File: config.mk
export PLATFORM = sky130hd
export DESIGN_NAME = irq_enable_priority_regs
export DESIGN_NICKNAME = d
export VERILOG_FILES = /design/src/design/irq_regs_pkg.sv /design/src/design/irq_enable_priority_regs.sv
export SDC_FILE = /design/constraint.sdc
export NUM_CORES = 1
export LEC_CHECK = 0
export BUFFER_PORTS_ARGS = -buffer_cell sky130_fd_sc_hd__buf_4
export CORE_MARGIN = 1.5
export CORE_UTILIZATION = 40
export CTS_CLUSTER_DIAMETER = 50
export DETAILED_ROUTE_END_ITERATION = 7
export PLACE_DENSITY_LB_ADDON = 0.12
export RECOVER_POWER = 100
export SYNTH_ARGS = -nofsm -noshare
export SYNTH_HDL_FRONTEND = slang
export SYNTH_SLANG_ARGS = --single-unit
export TNS_END_PERCENT = 5
File: constraint.sdc
create_clock -name clk_sys_i -period 12.4 [get_ports clk_sys_i]
set_clock_uncertainty 0.05 [all_clocks]
set_input_delay 0 -clock clk_sys_i [delete_from_list [all_inputs] [get_ports clk_sys_i]]
set_output_delay 0 -clock clk_sys_i [all_outputs]
set_load 0.05 [all_outputs]
File: src/design/irq_regs_pkg.sv
/*
  constants and carrier types for the interrupt enable and priority registers.
  assumes an apb master on the system clock with 32-bit data.
*/
package irq_regs_pkg;
  localparam logic [11:0] ADDR_ENABLE = 12'h000;
  localparam logic [11:0] ADDR_PRIORITY = 12'h004;
  localparam logic [15:0] ENABLE_MASK = 16'h00F6;
  localparam logic [15:0] PRIORITY_MASK = 16'h7777;
  localparam logic [15:0] ENABLE_RESET = 16'h0000;
  localparam logic [15:0] PRIORITY_RESET = 16'h4444;
  localparam int BIT_MSG_TX_B = 7;
  localparam int BIT_MSG_TX_A = 6;
  localparam int BIT_DMA_SEVEN = 5;
  localparam int BIT_DMA_SIX = 4;
  localparam int BIT_SERIAL_B = 2;
  localparam int BIT_SERIAL_A = 1;
  localparam int LSB_TIMER_ONE = 12;
  localparam int LSB_COMPARE_ONE = 8;
  localparam int LSB_CAPTURE_ONE = 4;
  localparam int LSB_EXT_PIN_ZERO = 0;
  localparam int NUM_ENABLE_SRC = 6;
  localparam int NUM_PRIO_SRC = 4;
  localparam logic [2:0] LEVEL_OFF = 3'h0;
  localparam logic [2:0] LEVEL_TOP = 3'h7;

  typedef struct packed {
    logic psel;
    logic penable;
    logic pwrite;
    logic [11:0] paddr;
    logic [31:0] pwdata;
  } apb_req_t;

  typedef struct packed {
    logic pready;
    logic pslverr;
    logic [31:0] prdata;
  } apb_rsp_t;

  typedef struct packed {
    logic [1:0] rst_sync;
    logic [15:0] enable;
    logic [15:0] prio_reg; // priority is a reserved word, so the field is named for its register
    apb_rsp_t rsp;
    logic [5:0] req_gated;
    logic [11:0] prio_out;
    logic [2:0] top_level;
  } state_t;
endpackage

File: src/design/irq_enable_priority_regs.sv
/*
  enable and priority registers of the interrupt controller behind an apb slave.
  assumes request inputs are synchronous to clk_sys_i and the core consumes the
  gated requests, per-source levels and the highest pending level.
  the apb slave answers with one wait state, stretched while clk_en_i is low or the synced reset is held; an
  unmapped address answers with pslverr and leaves both registers untouched.
  every output is a flop, so the core sees gating and ranking one cycle late;
  a source that needs zero-latency masking must gate upstream instead.
  clk_en_i low freezes the registers and the bus answer alike, so a master
  must not time out on a slave that is being held.
*/
// Our own choices: the placing of the registers and register access over APB.
`timescale 1ns/1ps
module irq_enable_priority_regs (
  input wire logic clk_sys_i,
  input wire logic rst_n_i,
  input wire logic clk_en_i,
  input wire irq_regs_pkg::apb_req_t apb_i,
  output irq_regs_pkg::apb_rsp_t apb_o,
  input wire logic [5:0] src_req_i,
  input wire logic [3:0] prio_src_req_i,
  output logic [5:0] req_gated_o,
  output logic [11:0] prio_level_o,
  output logic [2:0] top_level_o
);
  irq_regs_pkg::state_t s_q;
  irq_regs_pkg::state_t s_d;
  logic [2:0] field [4];
  logic [2:0] best;
  logic wr_en;
  logic rd_hit;
  // state other than the reset sync stage may move only with the enable high and the synced reset released
  logic run;
  logic take;

  // enable bit positions in source-index order, low to high
  localparam int EN_POS [6] = '{irq_regs_pkg::BIT_SERIAL_A, irq_regs_pkg::BIT_SERIAL_B,
    irq_regs_pkg::BIT_DMA_SIX, irq_regs_pkg::BIT_DMA_SEVEN,
    irq_regs_pkg::BIT_MSG_TX_A, irq_regs_pkg::BIT_MSG_TX_B};
  localparam int PR_LSB [4] = '{irq_regs_pkg::LSB_EXT_PIN_ZERO, irq_regs_pkg::LSB_CAPTURE_ONE,
    irq_regs_pkg::LSB_COMPARE_ONE, irq_regs_pkg::LSB_TIMER_ONE};

  // priority fields sliced out per source
  for (genvar g = 0; g < irq_regs_pkg::NUM_PRIO_SRC; g++) begin : g_field
    assign field[g] = s_q.prio_reg[PR_LSB[g] +: 3];
  end

  // highest level among pending, nonzero-priority sources
  always_comb begin
    best = irq_regs_pkg::LEVEL_OFF;
    for (int i = 0; i < irq_regs_pkg::NUM_PRIO_SRC; i++) begin
      if (prio_src_req_i[i] && field[i] > best) begin
        best = field[i];
      end
    end
  end

  assign wr_en = apb_i.psel && apb_i.penable && apb_i.pwrite;
  assign rd_hit = (apb_i.paddr == irq_regs_pkg::ADDR_ENABLE) || (apb_i.paddr == irq_regs_pkg::ADDR_PRIORITY);
  // qualifiers used by the checks below; they mirror the register process gating
  assign run = clk_en_i && s_q.rst_sync[1];
  assign take = run && apb_i.psel && apb_i.penable && !s_q.rsp.pready;

  // next state: bus access, gating and output staging
  always_comb begin
    s_d = s_q;
    s_d.rst_sync = {s_q.rst_sync[0], 1'b1};
    s_d.rsp.pready = 1'b0;
    s_d.rsp.pslverr = 1'b0;
    // one wait state: answer the cycle after the access phase starts
    if (apb_i.psel && apb_i.penable && !s_q.rsp.pready) begin
      s_d.rsp.pready = 1'b1;
      s_d.rsp.pslverr = !rd_hit;
      s_d.rsp.prdata = 32'h0000_0000;
      if (!apb_i.pwrite && apb_i.paddr == irq_regs_pkg::ADDR_ENABLE) begin
        s_d.rsp.prdata = {16'h0000, s_q.enable};
      end else if (!apb_i.pwrite && apb_i.paddr == irq_regs_pkg::ADDR_PRIORITY) begin
        s_d.rsp.prdata = {16'h0000, s_q.prio_reg};
      end
      if (wr_en && apb_i.paddr == irq_regs_pkg::ADDR_ENABLE) begin
        s_d.enable = apb_i.pwdata[15:0] & irq_regs_pkg::ENABLE_MASK;
      end
      if (wr_en && apb_i.paddr == irq_regs_pkg::ADDR_PRIORITY) begin
        // masking here keeps the reserved gaps at zero without any read-side logic
        s_d.prio_reg = apb_i.pwdata[15:0] & irq_regs_pkg::PRIORITY_MASK;
      end
    end
    for (int i = 0; i < irq_regs_pkg::NUM_ENABLE_SRC; i++) begin
      s_d.req_gated[i] = src_req_i[i] & s_q.enable[EN_POS[i]];
    end
    for (int i = 0; i < irq_regs_pkg::NUM_PRIO_SRC; i++) begin
      s_d.prio_out[i*3 +: 3] = field[i];
    end
    s_d.top_level = best;
  end

  // reset sync stage runs freely; the rest waits for the enable and synced reset
  always_ff @(posedge clk_sys_i or negedge rst_n_i) begin
    if (!rst_n_i) begin
      s_q <= '0;
      s_q.enable <= irq_regs_pkg::ENABLE_RESET;
      s_q.prio_reg <= irq_regs_pkg::PRIORITY_RESET;
    end else if (!s_q.rst_sync[1]) begin
      s_q.rst_sync <= s_d.rst_sync;
    end else if (clk_en_i) begin
      s_q <= s_d;
    end
  end

  assign apb_o = s_q.rsp;
  assign req_gated_o = s_q.req_gated;
  assign prio_level_o = s_q.prio_out;
  assign top_level_o = s_q.top_level;

  gate_block_a: assert property (@(posedge clk_sys_i) disable iff (!rst_n_i)
    clk_en_i && s_q.rst_sync[1] && !s_q.enable[irq_regs_pkg::BIT_SERIAL_A] |=> !req_gated_o[0])
    else $error("disabled source request passed");
  unused_zero_a: assert property (@(posedge clk_sys_i) disable iff (!rst_n_i)
    (s_q.enable & ~irq_regs_pkg::ENABLE_MASK) == 16'h0000
    && (s_q.prio_reg & ~irq_regs_pkg::PRIORITY_MASK) == 16'h0000)
    else $error("unimplemented bit held a one");
  top_level_a: assert property (@(posedge clk_sys_i) disable iff (!rst_n_i)
    clk_en_i && s_q.rst_sync[1] && prio_src_req_i[3] && field[3] == irq_regs_pkg::LEVEL_TOP
    |=> top_level_o == irq_regs_pkg::LEVEL_TOP)
    else $error("level 7 not ranked highest");
  zero_blocks_a: assert property (@(posedge clk_sys_i) disable iff (!rst_n_i)
    clk_en_i && s_q.rst_sync[1] && prio_src_req_i == 4'hF && s_q.prio_reg == 16'h0000
    |=> top_level_o == irq_regs_pkg::LEVEL_OFF)
    else $error("disabled priority source raised a level");
  enable_pos_a: assert property (@(posedge clk_sys_i) disable iff (!rst_n_i)
    clk_en_i && s_q.rst_sync[1] && src_req_i[5] && s_q.enable[irq_regs_pkg::BIT_MSG_TX_B]
    |=> req_gated_o[5])
    else $error("message tx b enable misplaced");
  prio_pos_a: assert property (@(posedge clk_sys_i) disable iff (!rst_n_i)
    prio_level_o[11:9] == $past(s_q.prio_reg[14:12]) || !$past(clk_en_i) || !$past(s_q.rst_sync[1]))
    else $error("timer one field misplaced");
  ready_pulse_a: assert property (@(posedge clk_sys_i) disable iff (!rst_n_i)
    apb_o.pready |=> !apb_o.pready)
    else $error("pready held two cycles");

  // bus side checks: all but the upper-half read check are qualified by take, so frozen cycles never count
  // unmapped access answers with an error and no write
  unmapped_err_a: assert property (@(posedge clk_sys_i) disable iff (!rst_n_i)
    take && !rd_hit
    |=> apb_o.pready && apb_o.pslverr && $stable(s_q.enable) && $stable(s_q.prio_reg))
    else $error("unmapped access not refused");

  // enable write keeps only the implemented bits
  enable_write_a: assert property (@(posedge clk_sys_i) disable iff (!rst_n_i)
    take && wr_en && apb_i.paddr == irq_regs_pkg::ADDR_ENABLE
    |=> s_q.enable == ($past(apb_i.pwdata[15:0]) & irq_regs_pkg::ENABLE_MASK))
    else $error("enable write landed wrong");

  // priority write keeps only the four fields
  prio_write_a: assert property (@(posedge clk_sys_i) disable iff (!rst_n_i)
    take && wr_en && apb_i.paddr == irq_regs_pkg::ADDR_PRIORITY
    |=> s_q.prio_reg == ($past(apb_i.pwdata[15:0]) & irq_regs_pkg::PRIORITY_MASK))
    else $error("priority write landed wrong");

  // upper half of every answer reads zero
  upper_read_zero_a: assert property (@(posedge clk_sys_i) disable iff (!rst_n_i)
    apb_o.pready
    |-> apb_o.prdata[31:16] == 16'h0000)
    else $error("upper read half not zero");

  // enable read returns the stored register
  read_enable_a: assert property (@(posedge clk_sys_i) disable iff (!rst_n_i)
    take && !apb_i.pwrite && apb_i.paddr == irq_regs_pkg::ADDR_ENABLE
    |=> apb_o.prdata == {16'h0000, $past(s_q.enable)})
    else $error("enable read returned wrong data");

  // gating and ranking checks
  // a held block keeps its gated requests, top level and enable register
  freeze_hold_a: assert property (@(posedge clk_sys_i) disable iff (!rst_n_i)
    !clk_en_i && s_q.rst_sync[1]
    |=> $stable(req_gated_o) && $stable(top_level_o) && $stable(s_q.enable))
    else $error("state moved while held");

  // an enabled serial a request passes
  serial_pass_a: assert property (@(posedge clk_sys_i) disable iff (!rst_n_i)
    run && src_req_i[0] && s_q.enable[irq_regs_pkg::BIT_SERIAL_A]
    |=> req_gated_o[0])
    else $error("enabled serial request lost");

  // a cleared message tx a enable blocks its source
  msg_a_block_a: assert property (@(posedge clk_sys_i) disable iff (!rst_n_i)
    run && !s_q.enable[irq_regs_pkg::BIT_MSG_TX_A]
    |=> !req_gated_o[4])
    else $error("disabled message request passed");

  // dma seven enable sits at its own bit
  dma_seven_pos_a: assert property (@(posedge clk_sys_i) disable iff (!rst_n_i)
    run && src_req_i[3] && s_q.enable[irq_regs_pkg::BIT_DMA_SEVEN]
    |=> req_gated_o[3])
    else $error("dma seven enable misplaced");

  // capture one field reaches its output slot
  capture_pos_a: assert property (@(posedge clk_sys_i) disable iff (!rst_n_i)
    run
    |=> prio_level_o[5:3] == $past(s_q.prio_reg[6:4]))
    else $error("capture one field misplaced");

  // a lone pending source zero reports its own binary level, zero when off
  single_level_a: assert property (@(posedge clk_sys_i) disable iff (!rst_n_i)
    run && prio_src_req_i == 4'h1
    |=> top_level_o == $past(field[0]))
    else $error("single source level not mapped");

  // nothing pending ranks as off
  none_pending_a: assert property (@(posedge clk_sys_i) disable iff (!rst_n_i)
    run && prio_src_req_i == 4'h0
    |=> top_level_o == irq_regs_pkg::LEVEL_OFF)
    else $error("level raised with nothing pending");

  // the winner is never below pending source zero
  top_not_lower_a: assert property (@(posedge clk_sys_i) disable iff (!rst_n_i)
    run && prio_src_req_i[0]
    |=> top_level_o >= $past(field[0]))
    else $error("ranking below a pending source");
endmodule // irq_enable_priority_regs

==> impl_summary.txt <==
----------------------------------------------------
[Run status]
  Result of the run ... finished with violations
  Violations in the final reports ... capacitance limit, slew limit

[Detailed routing]
  Antenna-violating nets left ... 0
  Post-detailed-route via-to-cell ratio ... 4.49
  Detail-routed net length per standard cell ... 13.4 um
  DRC viols ... 0
  Total wire length after detailed routing ... 5720 um
  Number of vias in the routed layout ... 1911
  Iteration count of the initial detailed-routing pass ... 4
  Number of DRC markers in iteration 0 ... 54

[Yosys]
  Count of flip-flops with a built-in enable after synthesis ... 0
  Post-synthesis cell count ... 267
  Share of synthesized registers carrying an async set or reset ... 100%
  Top post-synthesis cells by area ... dfrtp_1 44%, buf_4 14%, mux2_2 6.4%, mux2_4 5.1%, ha_1 3.8%
  Number of distinct library cells after synthesis ... 40
  Sequential-to-total area share from yosys stat ... 47.3%
  Dominant cell type by area after synthesis ... dfrtp_1
  Synth top cells by count ... 55 x buf_4, 52 x dfrtp_1, 29 x nand2_1
  Count of synthesis-stage warnings from yosys ... 0
  Post-synthesis average cell area ... 11.1 sq um
  #FFs+latches synth ... 56
  Prevailing post-synth register cell ... dfrtp_1
  Share of the synthesized area in the top cell type ... 43.8%
  Post-synthesis cell area ... 2970 sq um
  Most frequent cell after synthesis ... buf_4

[Global route]
  Combined global-route utilization of all metal layers ... 14.8%
  Global-route wire length before repair ... 8870 um
  GRT met1 Usage ... 20.2%
  Layer with the highest usage ... met2
  Antenna violations before repair ... 0
  Maximum number of pins on one net before global-route repair ... 57
  Total congestion overflow ... 0
  M2 GR Usage ... 23.6%
  Vias in the first global route ... 1798
  M3 GR Usage ... 3.42%

[Timing]
  Peak clock frequency supported by timing ... 226 MHz
  Fin crit share ... 35.7%
  Unrepaired setup endpoints after global routing ... false
  Slew @ Worst Pin ... 2.94 ns
  Final Max Slew Viols ... 57
  Post-Route Setup TNS ... 0 ns
  Number of endpoints failing setup at the final stage ... 0
  Number of hold-slack violations in the final timing report ... 0
  Headroom to the max-slew limit ... -95.8%
  Shortest period the worst path allows ... 4.42 ns

[Min path]
  Class of the tightest hold or removal check ... input port to flop
  Hold-critical path depth ... 4
  Critical hold path startpoint ... apb_i[32]
  Worst Hold Path EP ... apb_o[32]

[Pwr]
  IR Drop Worst-Case VDD ... 0.0658 mV
  Areal power density over the cells ... 97.0 nW/um^2
  Leak Pwr ... 1.62 nW
  Tot Pwr ... 328 uW

[Setup path]
  Required time at the worst-slack endpoint ... 12.58 ns
  Cell mode on critical path ... ha_1
  Kind of cell with the highest combined delay on the critical path ... compound AO/OA/AOI/OAI gates
  Element type at the critical path end ... flop
  Worst path max stage delay ... 0.61 ns
  Arrival @ worst endpoint ... 4.60 ns
  Capture point of the worst reg-to-reg path ... top_level_o[2]
  Cell with the largest stage delay on the worst path ... dfstp_1
  Type of the worst setup path ... flop to flop
  Worst reg2reg path startpoint ... field[11]
  Maximum fanout count along the critical path ... 5
  Depth of the worst register-to-register path ... 14
  Combined buffer and inverter count along the critical path ... 1
  CP Cell Sequence ... nand2_1 > ha_1 > and3_1 > a211oi_1 > mux2i_1 > inv_1 > ha_1 > o2111ai_1 > mux2i_1 > ha_1 > nor2b_1 > o31a_1 > or2_2 > o22ai_1
  Worst setup SP type ... flop
  FF-to-FF setup slack ... 7.98 ns

[Finish]
  Number of inserted diodes ... 0
  Design area ... 3380 sq um
  Ratio of cells with drive above 1 in the final layout ... 21.1%
  Final #Nets ... 395
  Number of inserted filler cells in the final layout ... 726
  Post-route core utilization ... 46.9%
  Layout Area Growth over Synthesis ... 13.8%

[Clock tree]
  Clock input transition at the sequential cells of the worst setup and hold paths ... 0.10 ns
  Latest clock arrival within the worst-skew pair ... 0.31 ns
  Maximum buffer depth of the clock tree ... 2
  H-tree level count ... 2
  Clock buffer count from CTS ... 5
  Cell chosen for the clock root ... clkbuf_8
  CTS tree ... done
  Number of buffers inserted by post-CTS setup repair ... 0
  Clk sink count ... 56

[Die]
  Standard-cell row count ... 31
  Die Width ... 89.2 um
  Placeable core area ... 7210 sq um
  # IOs ... 115
  Area of the die ... 7960 sq um
  Starting Density ... 41.2%
  Vertical die dimension ... 89.2 um

[Placement]
  IO Port Bufs ... 76
  Placed wire-length estimate ... 4080 um
  Final Wtd Congestion ... 0.694
  Cell area after placement ... 3280 sq um

[Flow run]
  Max-capacitance violation count ... 1

----------------------------------------------------
==> layout make-up <==
type | count | area [sq um] | share of cell area, %
clock buffer | 5 | 68.8 | 2.03
tap | 99 | 124 | 3.66
clock inverter | 3 | 23.8 | 0.703
sequential | 56 | 1410 | 41.6
inverter | 10 | 37.5 | 1.11
multi-input combinational | 156 | 1080 | 32.0
timing repair buffer | 97 | 642 | 19.0
==> what timing repair did <==
item / in CTS / in global routing
resized for setup: 0 / 0
hold buffers: 21 / 0
hold endpoints to repair: 79 / 0
==> registers in the layout, summed over array words and instances, names as in the netlist <==
signal and cells:
req_gated_o 6, prio_level_o 12, top_level_o 3, s_q 7
s_d 1, apb_o 15, field 12
==> placed cells by master, fill, tap and decap left out, types with 3 or more instances in the layout <==
cell	n
mux2i_1	9
dlygate4sd3_1	21
dfstp_2	3
a22o_1	7
inv_1	10
dfrtp_1	52
a21oi_1	7
mux2_1	10
clkbuf_1	37
clkbuf_8	5
conb_1	19
nand2_1	30
buf_4	39
mux2_2	16
o21ai_0	20
ha_1	9
==> worst register-to-register path, stage by stage (launching register included) <==
cell       delay (ns)
dfstp_1          0.61
nand2_1          0.11
ha_1             0.31
and3_1           0.19
a211oi_1         0.49
mux2i_1          0.33
inv_1            0.07
ha_1             0.29
o2111ai_1        0.36
mux2i_1          0.35
ha_1             0.30
nor2b_1          0.14
o31a_1           0.29
or2_2            0.30
o22ai_1          0.17
==> report_power, final <==
group,switching (mW),internal [mW]
clock,0.0608,0.0401
sequential,0.000781,0.184
combinational,0.0281,0.0147
==> logic make-up (layout without fill, tap and decap cells) <==
logic type,Yosys count,after routing,share of synthesized area [%]
compound gates,42,42,8.63
fa+ha+maj,9,9,3.79
buf+inv,73,115,16.5
flops,56,56,47.3
mux,36,36,14.5
other cells,1,19,0.126
simple gates,50,50,9.09
==> worst max path at each step <==
stage	cells past startpoint	from	end	slack (ns)
after floorplan	16	field[11]	top_level_o[1]	8.52
after global placement	16	field[11]	top_level_o[1]	8.09
after detailed placement	14	field[11]	top_level_o[1]	8.04
after CTS	14	field[11]	top_level_o[2]	8.01
after global routing	16	field[11]	top_level_o[1]	7.65
final	14	field[11]	top_level_o[2]	7.98
==> routing by layer <==
metal  part of all wire, %  vias to the layer above
met4                   1.2                        0
met5                     0                        -
met3                   5.7                        7
met2                    44                       65
li1                      -                      955
met1                    49                      884
==> through the flow <==
step	setup WS, ns	cells	hold WS (ns)
detailed placement	8.04	397	0.0523
global route	7.65	426	0.0434
finish	7.98	426	0.0345
CTS	8.01	426	0.0286
floorplan	8.52	285	-0.346
global placement	8.09	397	0.0594
Power figures use the tool's default switching activity.
